File: src/core/lhpm_pkg.sv
/*
  Shared constants, register map, field layout and types of the
  light / proximity measurement and interrupt block.
  Assumes a 100 MHz core clock and a host on a plain register port.
*/
package lhpm_pkg;

  // ==========================================================
  // Widths
  localparam int ADDR_W     = 4;
  localparam int DATA_W     = 16;
  localparam int ALS_W      = 12;
  localparam int PROX_W     = 8;
  localparam int ALS_RAW_W  = 13;
  localparam int PROX_RAW_W = 9;
  localparam int TIMER_W    = 20;
  localparam int TICK_W     = 7;
  localparam int CNT_W      = 5;
  localparam int IRQ_W      = 3;

  // ==========================================================
  // Timing: 1 us tick derived from the clock period
  localparam int CLK_PERIOD_NS = 10;
  localparam int TICK_NS       = 1000;
  localparam int TICK_CYCLES   = TICK_NS / CLK_PERIOD_NS;
  localparam int US_PER_MS     = 1000;
  localparam int ALS_PERIOD_MS = 100;
  localparam int ALS_PERIOD_US = ALS_PERIOD_MS * US_PER_MS;
  localparam int PROX_CONV_US  = 540;
  localparam int LED_ON_US     = 100;
  localparam int SLEEP_MAX_MS  = 800;
  localparam int SLEEP_MAX_US  = SLEEP_MAX_MS * US_PER_MS;
  localparam logic [2:0] SLEEP_SEL_NONE = 3'h7;

  // ==========================================================
  // Full-scale codes
  localparam logic [ALS_W-1:0]  ALS_FULL  = 12'hFFF;
  localparam logic [PROX_W-1:0] PROX_FULL = 8'hFF;

  // ==========================================================
  // Register offsets
  localparam logic [ADDR_W-1:0] REG_CONFIG   = 4'h0;
  localparam logic [ADDR_W-1:0] REG_PERSIST  = 4'h1;
  localparam logic [ADDR_W-1:0] REG_ALS_LOW  = 4'h2;
  localparam logic [ADDR_W-1:0] REG_ALS_HIGH = 4'h3;
  localparam logic [ADDR_W-1:0] REG_PROX_THR = 4'h4;
  localparam logic [ADDR_W-1:0] REG_STATUS   = 4'h5;
  localparam logic [ADDR_W-1:0] REG_MASK     = 4'h6;
  localparam logic [ADDR_W-1:0] REG_ALS_DATA = 4'h7;
  localparam logic [ADDR_W-1:0] REG_PRX_DATA = 4'h8;
  localparam logic [ADDR_W-1:0] REG_STATE    = 4'h9;

  // ==========================================================
  // Field positions
  localparam int CFG_ALS_EN   = 0;
  localparam int CFG_PROX_EN  = 1;
  localparam int CFG_SLEEP    = 2;
  localparam int CFG_COMBINE  = 5;
  localparam int PERS_ALS     = 0;
  localparam int PERS_PROX    = 2;
  localparam int PERS_COMB    = 4;
  localparam int IRQ_ALS      = 0;
  localparam int IRQ_PROX     = 1;
  localparam int IRQ_COMB     = 2;
  localparam int ST_BUS_ID    = 0;
  localparam int ST_PWR_DOWN  = 1;
  localparam int ST_PHASE     = 2;
  localparam int ST_LED       = 4;

  // ==========================================================
  // Reset values
  localparam logic [ALS_W-1:0]  ALS_LOW_RST  = 12'h000;
  localparam logic [ALS_W-1:0]  ALS_HIGH_RST = 12'hFFF;
  localparam logic [PROX_W-1:0] PROX_THR_RST = 8'hFF;

  // ==========================================================
  // Persistence counts 1/4/8/16
  localparam logic [CNT_W-1:0] PERSIST_1  = 5'h01;
  localparam logic [CNT_W-1:0] PERSIST_4  = 5'h04;
  localparam logic [CNT_W-1:0] PERSIST_8  = 5'h08;
  localparam logic [CNT_W-1:0] PERSIST_16 = 5'h10;

  typedef enum logic [1:0] {
    PX_OFF   = 2'b00,
    PX_CONV  = 2'b01,
    PX_SLEEP = 2'b10
  } lhpm_prox_state_type;

  function automatic logic [CNT_W-1:0] persist_count(input logic [1:0] sel);
    case (sel)
      2'h0:    persist_count = PERSIST_1;
      2'h1:    persist_count = PERSIST_4;
      2'h2:    persist_count = PERSIST_8;
      default: persist_count = PERSIST_16;
    endcase
  endfunction

endpackage

File: src/core/lhpm_persist_if.sv
/*
  Link between the measurement sequencer and one persistence filter.
  Assumes both ends share the core clock.
*/
`timescale 1ns/1ns
interface lhpm_persist_if;
  logic       sample;
  logic       hit;
  logic       clear;
  logic [1:0] sel;
  logic       fire;

  modport seq  (output sample, output hit, output clear, output sel, input fire);
  modport unit (input sample, input hit, input clear, input sel, output fire);
endinterface

File: src/core/lhpm_persist.sv
/*
  Consecutive-trigger filter: fires once the programmed number of
  triggering measurements has been seen in a row.
  Assumes sample is a one-cycle pulse per completed measurement.
*/
`timescale 1ns/1ns
module lhpm_persist (
  // Clock and reset
  input  wire logic     clk,
  input  wire logic     rst_n,
  // Sequencer side
  lhpm_persist_if.unit  p
);

  typedef struct packed {
    logic [lhpm_pkg::CNT_W-1:0] cnt;
    logic                       fire;
  } lhpm_persist_state_type;

  lhpm_persist_state_type s_reg;
  lhpm_persist_state_type s_next;
  logic [lhpm_pkg::CNT_W-1:0] inc;

  always_comb begin
    s_next      = s_reg;
    s_next.fire = 1'b0;
    inc = (s_reg.cnt == lhpm_pkg::PERSIST_16) ? s_reg.cnt : s_reg.cnt + 1'b1;
    if (p.clear) begin
      s_next.cnt = '0;
    end else if (p.sample) begin
      if (p.hit) begin
        s_next.cnt  = inc;
        s_next.fire = (inc >= lhpm_pkg::persist_count(p.sel));
      end else begin
        s_next.cnt = '0;
      end
    end
  end

  always_ff @(posedge clk or negedge rst_n) begin
    if (!rst_n) begin
      s_reg <= '0;
    end else begin
      s_reg <= s_next;
    end
  end

  assign p.fire = s_reg.fire;

endmodule

File: src/core/lhpm_top.sv
/*
  Measurement sequencing and interrupt logic of an ambient-light and
  proximity sensor: two independent conversion timers, LED pulse, window
  and threshold compare, persistence filters, interrupt status and pin.
  Assumes converter codes arrive asynchronously and are stable when
  sampled; the host reaches registers over a plain strobe port.
*/
// Design decisions made here: the strobed register port and the placing of the registers.
`timescale 1ns/1ns

// What this block does
// - Ambient and proximity conversions run on separate, independent sequencers.
// - One ambient conversion completes every 100 ms sample period.
// - Each proximity conversion lasts 540 us with the LED cycle inside it.
// - LED sink driven net 100 us per reading; sleep up to 800 ms between.
// - Ambient trigger when result is below low or above high threshold.
// - Proximity trigger when result exceeds the programmed threshold.
// - Interrupt only after 1, 4, 8 or 16 consecutive triggers.
// - Combined option needs both triggers together, up to 16 times in a row.
// - Interrupt shown on the pin and in readable status bits.
// - Interrupt pin is open-drain, pulled low when asserted.
// - Ambient results are 12-bit, saturating at 4095.
// - Proximity results are 8-bit, saturating at 255.
// - Both enables cleared stops all conversions and LED pulses.
module lhpm_top #(
  parameter int TICK_CYCLES   = lhpm_pkg::TICK_CYCLES,
  parameter int ALS_PERIOD_US = lhpm_pkg::ALS_PERIOD_US,
  parameter int PROX_CONV_US  = lhpm_pkg::PROX_CONV_US,
  parameter int LED_ON_US     = lhpm_pkg::LED_ON_US,
  parameter int SLEEP_MAX_US  = lhpm_pkg::SLEEP_MAX_US
) (
  // Clock and reset
  input  wire logic                                clk,
  input  wire logic                                rst_n,
  // Register port
  input  wire logic [lhpm_pkg::ADDR_W-1:0]         addr,
  input  wire logic [lhpm_pkg::DATA_W-1:0]         wr_data,
  input  wire logic                                wr_en,
  input  wire logic                                rd_en,
  output logic      [lhpm_pkg::DATA_W-1:0]         rd_data,
  // Converter codes from the analog front end
  input  wire logic [lhpm_pkg::ALS_RAW_W-1:0]      als_raw,
  input  wire logic [lhpm_pkg::PROX_RAW_W-1:0]     prox_raw,
  // Pins
  input  wire logic                                bus_id_select_pin,
  output logic                                     led_sink_drive,
  output logic                                     int_pin_o,
  output logic                                     int_pin_oe,
  output logic                                     irq
);

  localparam int TW = lhpm_pkg::TIMER_W;

  // ==========================================================
  // State
  typedef struct packed {
    logic                                 bus_id_s1;
    logic                                 bus_id_s2;
    logic [lhpm_pkg::ALS_RAW_W-1:0]       als_s1;
    logic [lhpm_pkg::ALS_RAW_W-1:0]       als_s2;
    logic [lhpm_pkg::PROX_RAW_W-1:0]      prox_s1;
    logic [lhpm_pkg::PROX_RAW_W-1:0]      prox_s2;
    logic [lhpm_pkg::TICK_W-1:0]          tick_cnt;
    logic                                 tick;
    logic [lhpm_pkg::DATA_W-1:0]          config_r;
    logic [lhpm_pkg::DATA_W-1:0]          persist_r;
    logic [lhpm_pkg::ALS_W-1:0]           als_low;
    logic [lhpm_pkg::ALS_W-1:0]           als_high;
    logic [lhpm_pkg::PROX_W-1:0]          prox_thr;
    logic [lhpm_pkg::IRQ_W-1:0]           status;
    logic [lhpm_pkg::IRQ_W-1:0]           mask;
    logic [TW-1:0]                        als_timer;
    logic [lhpm_pkg::ALS_W-1:0]           als_data;
    logic                                 als_done;
    logic                                 als_hit;
    lhpm_pkg::lhpm_prox_state_type        px_state;
    logic [TW-1:0]                        px_timer;
    logic [lhpm_pkg::PROX_W-1:0]          prox_data;
    logic                                 prox_done;
    logic                                 prox_hit;
    logic                                 led;
    logic [lhpm_pkg::DATA_W-1:0]          rd_data;
  } lhpm_top_state_type;

  lhpm_top_state_type s_reg;
  lhpm_top_state_type s_next;

  lhpm_persist_if als_pif ();
  lhpm_persist_if prox_pif ();
  lhpm_persist_if comb_pif ();

  logic                         als_en;
  logic                         prox_en;
  logic                         combine;
  logic [2:0]                   sleep_sel;
  logic [TW-1:0]                sleep_us;
  logic [lhpm_pkg::ALS_W-1:0]   als_code;
  logic [lhpm_pkg::PROX_W-1:0]  prox_code;
  logic [lhpm_pkg::IRQ_W-1:0]   irq_set;
  logic [lhpm_pkg::IRQ_W-1:0]   irq_clr;
  logic                         irq_any;

  // ==========================================================
  // Helpers
  function automatic logic wr_hit(input logic [lhpm_pkg::ADDR_W-1:0] a);
    wr_hit = wr_en && (addr == a);
  endfunction

  function automatic logic timer_end(input logic [TW-1:0] t, input int limit);
    timer_end = (t >= TW'(limit - 1));
  endfunction

  // ==========================================================
  // Control decode
  assign als_en    = s_reg.config_r[lhpm_pkg::CFG_ALS_EN];
  assign prox_en   = s_reg.config_r[lhpm_pkg::CFG_PROX_EN];
  assign combine   = s_reg.config_r[lhpm_pkg::CFG_COMBINE];
  assign sleep_sel = s_reg.config_r[lhpm_pkg::CFG_SLEEP +: 3];
  assign sleep_us  = (sleep_sel == lhpm_pkg::SLEEP_SEL_NONE) ? '0
                   : TW'(SLEEP_MAX_US) >> sleep_sel;

  // Saturating conversion codes
  assign als_code  = s_reg.als_s2[lhpm_pkg::ALS_W] ? lhpm_pkg::ALS_FULL
                   : s_reg.als_s2[lhpm_pkg::ALS_W-1:0];
  assign prox_code = s_reg.prox_s2[lhpm_pkg::PROX_W] ? lhpm_pkg::PROX_FULL
                   : s_reg.prox_s2[lhpm_pkg::PROX_W-1:0];

  // ==========================================================
  // Persistence filters
  assign als_pif.sample  = s_reg.als_done;
  assign als_pif.hit     = s_reg.als_hit;
  assign als_pif.clear   = !als_en;
  assign als_pif.sel     = s_reg.persist_r[lhpm_pkg::PERS_ALS +: 2];
  assign prox_pif.sample = s_reg.prox_done;
  assign prox_pif.hit    = s_reg.prox_hit;
  assign prox_pif.clear  = !prox_en;
  assign prox_pif.sel    = s_reg.persist_r[lhpm_pkg::PERS_PROX +: 2];
  // Combined evaluated per ambient result against latest proximity verdict
  assign comb_pif.sample = s_reg.als_done;
  assign comb_pif.hit    = s_reg.als_hit && s_reg.prox_hit;
  assign comb_pif.clear  = !(als_en && prox_en && combine);
  assign comb_pif.sel    = s_reg.persist_r[lhpm_pkg::PERS_COMB +: 2];

  lhpm_persist u_als_persist (
    .clk   (clk),
    .rst_n (rst_n),
    .p     (als_pif)
  );

  lhpm_persist u_prox_persist (
    .clk   (clk),
    .rst_n (rst_n),
    .p     (prox_pif)
  );

  lhpm_persist u_comb_persist (
    .clk   (clk),
    .rst_n (rst_n),
    .p     (comb_pif)
  );

  // ==========================================================
  // Interrupt sources
  always_comb begin
    irq_set = '0;
    if (combine) begin
      irq_set[lhpm_pkg::IRQ_COMB] = comb_pif.fire;
    end else begin
      irq_set[lhpm_pkg::IRQ_ALS]  = als_pif.fire;
      irq_set[lhpm_pkg::IRQ_PROX] = prox_pif.fire;
    end
    irq_clr = wr_hit(lhpm_pkg::REG_STATUS) ? wr_data[lhpm_pkg::IRQ_W-1:0] : '0;
  end

  // ==========================================================
  // Next state
  always_comb begin
    s_next = s_reg;

    // Input synchronisers
    s_next.bus_id_s1 = bus_id_select_pin;
    s_next.bus_id_s2 = s_reg.bus_id_s1;
    s_next.als_s1    = als_raw;
    s_next.als_s2    = s_reg.als_s1;
    s_next.prox_s1   = prox_raw;
    s_next.prox_s2   = s_reg.prox_s1;

    // Microsecond tick
    s_next.tick = 1'b0;
    if (s_reg.tick_cnt == lhpm_pkg::TICK_W'(TICK_CYCLES - 1)) begin
      s_next.tick_cnt = '0;
      s_next.tick     = 1'b1;
    end else begin
      s_next.tick_cnt = s_reg.tick_cnt + 1'b1;
    end

    // Register writes
    if (wr_hit(lhpm_pkg::REG_CONFIG)) begin
      s_next.config_r = wr_data;
    end
    if (wr_hit(lhpm_pkg::REG_PERSIST)) begin
      s_next.persist_r = wr_data;
    end
    if (wr_hit(lhpm_pkg::REG_ALS_LOW)) begin
      s_next.als_low = wr_data[lhpm_pkg::ALS_W-1:0];
    end
    if (wr_hit(lhpm_pkg::REG_ALS_HIGH)) begin
      s_next.als_high = wr_data[lhpm_pkg::ALS_W-1:0];
    end
    if (wr_hit(lhpm_pkg::REG_PROX_THR)) begin
      s_next.prox_thr = wr_data[lhpm_pkg::PROX_W-1:0];
    end
    if (wr_hit(lhpm_pkg::REG_MASK)) begin
      s_next.mask = wr_data[lhpm_pkg::IRQ_W-1:0];
    end
    // Sticky; a new event wins over a same-cycle clear
    s_next.status = (s_reg.status & ~irq_clr) | irq_set;

    // Ambient sequencer
    s_next.als_done = 1'b0;
    if (!als_en) begin
      s_next.als_timer = '0;
    end else if (s_reg.tick) begin
      if (timer_end(s_reg.als_timer, ALS_PERIOD_US)) begin
        s_next.als_timer = '0;
        s_next.als_data  = als_code;
        s_next.als_done  = 1'b1;
        s_next.als_hit   = (als_code < s_reg.als_low)
                        || (als_code > s_reg.als_high);
      end else begin
        s_next.als_timer = s_reg.als_timer + 1'b1;
      end
    end

    // Proximity sequencer
    s_next.prox_done = 1'b0;
    unique case (s_reg.px_state)
      lhpm_pkg::PX_OFF: begin
        s_next.px_timer = '0;
        if (prox_en) begin
          s_next.px_state = lhpm_pkg::PX_CONV;
        end
      end
      lhpm_pkg::PX_CONV: begin
        if (s_reg.tick) begin
          if (timer_end(s_reg.px_timer, PROX_CONV_US)) begin
            s_next.px_timer  = '0;
            s_next.px_state  = lhpm_pkg::PX_SLEEP;
            s_next.prox_data = prox_code;
            s_next.prox_done = 1'b1;
            s_next.prox_hit  = (prox_code > s_reg.prox_thr);
          end else begin
            s_next.px_timer = s_reg.px_timer + 1'b1;
          end
        end
      end
      lhpm_pkg::PX_SLEEP: begin
        if (s_reg.px_timer >= sleep_us) begin
          s_next.px_timer = '0;
          s_next.px_state = lhpm_pkg::PX_CONV;
        end else if (s_reg.tick) begin
          s_next.px_timer = s_reg.px_timer + 1'b1;
        end
      end
      default: begin
        s_next.px_state = lhpm_pkg::PX_OFF;
      end
    endcase
    if (!prox_en) begin
      s_next.px_state = lhpm_pkg::PX_OFF;
    end

    // LED on for the first part of each conversion
    s_next.led = (s_next.px_state == lhpm_pkg::PX_CONV)
              && (s_next.px_timer < TW'(LED_ON_US));

    // Register reads, data one cycle later
    s_next.rd_data = '0;
    if (rd_en) begin
      unique case (addr)
        lhpm_pkg::REG_CONFIG:   s_next.rd_data = s_reg.config_r;
        lhpm_pkg::REG_PERSIST:  s_next.rd_data = s_reg.persist_r;
        lhpm_pkg::REG_ALS_LOW:  s_next.rd_data = 16'(s_reg.als_low);
        lhpm_pkg::REG_ALS_HIGH: s_next.rd_data = 16'(s_reg.als_high);
        lhpm_pkg::REG_PROX_THR: s_next.rd_data = 16'(s_reg.prox_thr);
        lhpm_pkg::REG_STATUS:   s_next.rd_data = 16'(s_reg.status);
        lhpm_pkg::REG_MASK:     s_next.rd_data = 16'(s_reg.mask);
        lhpm_pkg::REG_ALS_DATA: s_next.rd_data = 16'(s_reg.als_data);
        lhpm_pkg::REG_PRX_DATA: s_next.rd_data = 16'(s_reg.prox_data);
        lhpm_pkg::REG_STATE: begin
          s_next.rd_data[lhpm_pkg::ST_BUS_ID]    = s_reg.bus_id_s2;
          s_next.rd_data[lhpm_pkg::ST_PWR_DOWN]  = !als_en && !prox_en;
          s_next.rd_data[lhpm_pkg::ST_PHASE +: 2] = s_reg.px_state;
          s_next.rd_data[lhpm_pkg::ST_LED]       = s_reg.led;
        end
        default:                s_next.rd_data = '0;
      endcase
    end
  end

  // ==========================================================
  // Registers
  always_ff @(posedge clk or negedge rst_n) begin
    if (!rst_n) begin
      s_reg          <= '0;
      s_reg.als_low  <= lhpm_pkg::ALS_LOW_RST;
      s_reg.als_high <= lhpm_pkg::ALS_HIGH_RST;
      s_reg.prox_thr <= lhpm_pkg::PROX_THR_RST;
      s_reg.px_state <= lhpm_pkg::PX_OFF;
    end else begin
      s_reg <= s_next;
    end
  end

  // ==========================================================
  // Outputs
  assign irq_any        = |(s_reg.status & s_reg.mask);
  assign irq            = irq_any;
  assign int_pin_o      = 1'b0;
  assign int_pin_oe     = irq_any;
  assign led_sink_drive = s_reg.led;
  assign rd_data        = s_reg.rd_data;

endmodule

File: config.mk
export PLATFORM = sky130hd
export DESIGN_NAME = lhpm_top
export DESIGN_NICKNAME = d
export VERILOG_FILES = /design/src/core/lhpm_pkg.sv /design/src/core/lhpm_persist_if.sv /design/src/core/lhpm_persist.sv /design/src/core/lhpm_top.sv
export SDC_FILE = /design/constraint.sdc
export NUM_CORES = 1
export LEC_CHECK = 0
export ABC_AREA = 0
export BUFFER_PORTS_ARGS = -buffer_cell sky130_fd_sc_hd__buf_2
export CAP_MARGIN = 40
export CORE_MARGIN = 3
export CORE_UTILIZATION = 37
export DETAILED_ROUTE_END_ITERATION = 6
export GPL_ROUTABILITY_DRIVEN = 0
export MAX_ROUTING_LAYER = met4
export SLEW_MARGIN = 20
export SYNTH_ARGS = -nofsm -noshare
export SYNTH_HDL_FRONTEND = slang
export SYNTH_SLANG_ARGS = --single-unit
File: constraint.sdc
create_clock -name clk -period 4.4 [get_ports clk]
set_input_delay 0.22 -clock clk [delete_from_list [all_inputs] [get_ports clk]]
set_output_delay 0.22 -clock clk [all_outputs]
set_load 0.02 [all_outputs]
### Yosys cells after proc, flatten, opt, wreduce, memory -nomap -nowiden

Cells that the tools add are included.

| word-level totals | value |
|---|---|
| bits in registers | 225 |
| input port bits | 47 |
| output and inout bits | 20 |
| logic and storage cells | 160 |

| operators by class | value |
|---|---|
| add/sub/neg operators | 6 |
| $lt $le $gt $ge | 10 |
| equal/unequal tests | 27 |
| shift-type cells | 1 |
| mux-type cells | 57 |
| bitwise logic cells | 4 |
| reductions and logical operators | 23 |

Operators by type and width:

| cell | number |
|---|---|
| $mux W20 | 6 |
| $mux W5 | 18 |
| $pmux W11 S7 | 1 |
| $pmux W20 S3 | 1 |
| $pmux W5 S10 | 1 |
| $pmux W5 S3 | 3 |
| $add A20 B1 Y20 const B | 2 |
| $mux W34 | 1 |
| $mux W32 | 1 |
| $ge A20 B10 Y1 const B | 1 |
| $ge A20 B17 Y1 const B | 1 |
| $ge A20 B20 Y1 | 1 |
| $lt A20 B7 Y1 const B | 1 |
| $shr A20 B3 Y20 const A | 1 |
| $mux W6 | 3 |
| $eq A4 B3 Y1 const B | 4 |
| $mux W16 | 1 |
| $add A5 B1 Y5 const B | 3 |
| $eq A5 B5 Y1 const B | 3 |
| $ge A5 B5 Y1 | 3 |
| $mux W14 | 1 |
| $gt A12 B12 Y1 | 1 |
| $logic_and A1 B1 Y1 | 12 |
| $lt A12 B12 Y1 | 1 |
| other kinds (28) | 57 |

### Logic depth before layout (Yosys ltp)

| logic depth | value |
|---|---|
| depth in word-level cells | 9 |
| depth in mapped cells | 13 |
| gate-level depth less buffers | 12 |

### Hierarchy

A second synthesis with hierarchy kept.

| unflattened totals | value |
|---|---|
| cells, all modules | 1160 |
| area total of the unflattened synthesis | 12216.7 um2 |

By module, submodules not included:

| module | times used | cells each | area each (um2) | sequential area each (um2) |
|---|---|---|---|---|
| lhpm_top | 1 | 986 | 10550.1 | 5205.0 |
| lhpm_persist | 3 | 58 | 555.5 | 150.1 |

### Worst setup path before layout

Ideal clock, no wire load.

| timing | value |
|---|---|
| path type | reg2reg |
| start point | reg s_reg[139] (netlist bit) |
| end point | reg s_reg, in the netlist led_sink_drive |
| setup time | 0.107 ns |
| arrival | 3.006 ns |
| data required time | 4.293 ns |
| path slack | 1.288 ns |
| stages on the path, launching flop included | 12 |
| path buffers | 0 |
| period minus slack after synthesis | 3.112 ns |
| path through | dfrtp_1 > ha_1 > nor2_1 > a21oi_1 > ha_1 > nand4_1 > a211oi_2 > o221ai_2 > a31oi_4 > nor4_1 > or4_4 > a2111oi_4 |

RTL lines:

| element | RTL line | source |
|---|---|---|
| start: declaration | lhpm_top.sv:85 | `lhpm_top_state_type s_reg;` |
| start signal: assignment | lhpm_top.sv:311 | `s_reg <= s_next;` |

==> metrics.md <==
| Metric | Value |
|---|---|
| CTS Buf Count | 26 |
| Net switching power figure | about 1.5 mW |
| Upper clock frequency limit | 271 MHz |
| Part of the power in combinational logic | 16.2% |
| Global-route wire length before repair | 48000 um |
| Final setup TNS | 0 ps |
| Number of vias per cell | 5.42 |
| Worst Path Class, Setup | flip-flop to flip-flop |
| Routed vias | 8874 |
| Grt total ovfl | 0 |
| Switching share of power | 26.6% |
| Post-layout worst setup margin | around 710 ps |
| Critical path's slowest cell | sky130_fd_sc_hd__a32oi_1 |
| Initial drt markers | 578 |
| Detailed-route wire length | 29200 um |
| Maximum number of buffers from clock root to sink | 3 |
| Root buffer cell | sky130_fd_sc_hd__clkbuf_16 |
| Max_cap viols | 0 |
| Sinks on the clock net | about 230 |
| Data required, critical path | 4800 ps |
| Max FFs per register | roughly 150 |
| Clock Latency Late Sink | approximately 530 ps |
| RSZ-0062 raised after global routing | no |
| Worst flop-to-flop path startpoint | s_reg[139] |
| Proportion of register bits with asynchronous set or reset after synthesis | 100% |
| CTS tree | built |
| Worst path top cell family by delay | compound AO/OA/AOI/OAI gates |
| Number of synthesized flops with an enable pin | 0 |
| Setup Skew | 10.2 ps |
| Cell row count | 65 |
| Starting density of the core | a little under two fifths |
| Worst hold path endpoint | s_reg[90] |
| Overall power of the completed layout | ~5.7 mW |
| Routed Antenna Nets | 0 |
| Result of the run | complete, no violations |
| Crit path time final | 3690 ps |
| Cell Pwr Density | 410 nW/um2 |
| Slew HR | 43.8% |
| Cell depth of the worst hold path | 3 |
| Number of slew-limit violations in the final report | 0 |
| Most used cells in the layout excluding fill and tap cells | 205 x sky130_fd_sc_hd__dfrtp_1, 78 x sky130_fd_sc_hd__nand2_1, 78 x sky130_fd_sc_hd__mux2_2, 78 x sky130_fd_sc_hd__ha_1, 64 x sky130_fd_sc_hd__buf_2 |
| Clock input transition at the sequential cells of the worst setup and hold paths | around 60 ps |
| Netlist area before placement | between 10000 and 15000 um2 |
| HPWL Detailed | 20700 um |
| Worst voltage drop across the vdd grid | 318 uV |
| Final period util | 83.8% |
| Pre-Repair DR Iteration Count | 6 |
| DR WL/cell | 17.9 um |
| Number of antenna violations at the first check in global routing | 0 |
| Most common flop cell mapped by yosys | sky130_fd_sc_hd__dfrtp_1 |
| Net Count, Synth | 1258 |
| Synthesized instance count | 1133 |
| Arrival time of the worst setup path | 4080 ps |
| Synthesized flop and latch total | 225 |
| Cells along the critical path | ha_1 -> nor2_1 -> a21oi_1 -> ha_1 -> a21oi_1 -> o21ai_0 -> a32oi_1 -> nand3_2 -> o221a_2 -> nor3_1 -> a2111oi_4 |
| Maximum number of pins on one net before global-route repair | 108 |
| Depth of the most critical reg-to-reg path | 11 |
| Sequential area share after synthesis | 47.4% |
| Setup Slack @ Placement | between 700 and 800 ps |
| Startpoint type of the worst setup path | flip-flop |
| Count of port buffers added during placement | 65 |
| Area delta synth->final | 16.2% |
| Post-Route Hold Slack | slightly below 30 ps |
| Kind of path behind the tightest hold check | primary input to flip-flop |
| Floorplan die height | ~190 um |
| Cell Int Power | about 4.2 mW |
| Largest incremental delay on the critical path | 540 ps |
| Terminus of the critical flop-to-flop path | led_sink_drive |
| Die area | between 30000 and 40000 um2 |
| Width of the chip | 186 um |
| Residual DRC | 0 |
| Final setup violation count | 0 |
| Hold path startpoint | wr_data[1] |
| Final non-filler cell total | 1636 |
| I/O Pins | 67 |
| Leading cell type in the layout, fill and taps excluded | sky130_fd_sc_hd__dfrtp_1 |
| Post-CTS setup buffers | 0 |
| Number of antenna cells inserted | 0 |
| Post-layout nets | between 1000 and 1500 |
| Count of yosys warnings during synthesis | 0 |
| Number of distinct library cells after synthesis | 79 |
| Number of cells in the design after placement | 1551 |
| Maximum level of the CTS H-tree | 1 |
| Buffers plus inverters on the worst setup path | 0 |
| R2R Setup Slk | roughly 710 ps |
| Share of final-layout standard cells stronger than drive strength 1 | 21.3% |
| Part of the total power dissipated in sequential elements | 42.8% |
| Number of global-route vias before repair | approximately 8900 |
| CP endpoint kind | flip-flop |
| Mean cell area of the mapped netlist | 10.5 um2 |
| Maximum fanout along the worst path | 9 |
| Final hold viol count | 0 |
| Slew of the pin with the lowest slew margin | 832 ps |
| Share of total power in the clock network | 41.0% |
| Leakage power of the design | 6.29 nW |
| Std-Cell Core Area | 31700 um2 |
| Total GRT Usage | 17.8% |
## logic make-up after synthesis
logic type	count (synthesis)	share of synthesized area, %
compound gates	235	13.5
xor+xnor	21	1.54
fa+ha+maj	78	8.17
buf+inv	128	4.82
flops	225	47.4
mux	93	8.61
other cells	1	0.0314
simple gates	352	15.9
## worst max path at each step
| stage | slack [ps] | from | to | cells after the start |
|---|---|---|---|---|
| finish | 710 | s_reg[139] | led_sink_drive | 11 |
| global route | 450 | s_reg[141] | led_sink_drive | 11 |
| CTS | 740 | s_reg[139] | led_sink_drive | 11 |
| detailed placement | 760 | s_reg[139] | led_sink_drive | 11 |
| floorplan | 1290 | s_reg[139] | led_sink_drive | 11 |
| global placement | 900 | s_reg[139] | led_sink_drive | 11 |
## synth_stat cells (21+ instances only)
master / count / area [um2]
sky130_fd_sc_hd__nand2_1: 78 / 293
sky130_fd_sc_hd__nor3_1: 22 / 110
sky130_fd_sc_hd__ha_1: 78 / 976
sky130_fd_sc_hd__inv_1: 62 / 233
sky130_fd_sc_hd__and3_1: 21 / 131
sky130_fd_sc_hd__clkbuf_1: 32 / 120
sky130_fd_sc_hd__dfrtp_1: 205 / 5130
sky130_fd_sc_hd__mux2_2: 78 / 878
sky130_fd_sc_hd__o21ai_0: 58 / 290
sky130_fd_sc_hd__a21oi_1: 40 / 200
sky130_fd_sc_hd__buf_4: 21 / 158
sky130_fd_sc_hd__nor2_1: 58 / 218
sky130_fd_sc_hd__nand3_1: 36 / 180
## power by group through the flow
stage	Clock, mW	Sequential, mW	Combinational [mW]
2_1_floorplan	0	2.40	0.660
3_3_place_gp	0	2.46	0.875
3_5_place_dp	0	2.47	0.899
4_1_cts	2.39	2.43	0.929
5_1_grt	2.48	2.46	1.06
6_report	2.33	2.43	0.922
## worst min-delay path, stage by stage
cell and delay [ps]:
sky130_fd_sc_hd__buf_2 170, sky130_fd_sc_hd__nand2_1 80, sky130_fd_sc_hd__o21ai_0 70
## stage by stage
step                util, %  cell area, um2
floorplan                 -           11900
global placement       39.5           12500
detailed placement     39.6           12600
CTS                    43.7           13900
global route           43.7           13900
finish                 43.7           13900
## routing by layer
metal  global-route usage (%)  part of all wire [%]
met1                     24.3                    46
met2                     27.7                    46
met3                     2.95                   5.9
met4                     4.89                   2.4
met5                        -                     0
## repair_timing
| action | 4_1_cts | 5_1_grt |
|---|---|---|
| hold buffers | 37 | 0 |
| endpoints found under the hold margin | 127 | 0 |
| resized for setup | 0 | 0 |
## area by class of cell
cell class                      instances  area, um2
Clock buffer                           39        761
Clock inverter                          9        176
Fill cell                            3050      17800
Inverter                               63        236
Multi-Input combinational cell        780       5710
Sequential cell                       225       5660
Tap cell                              402        503
Timing Repair Buffer                  118        835
Note: power is estimated with default switching activity, not from simulation.
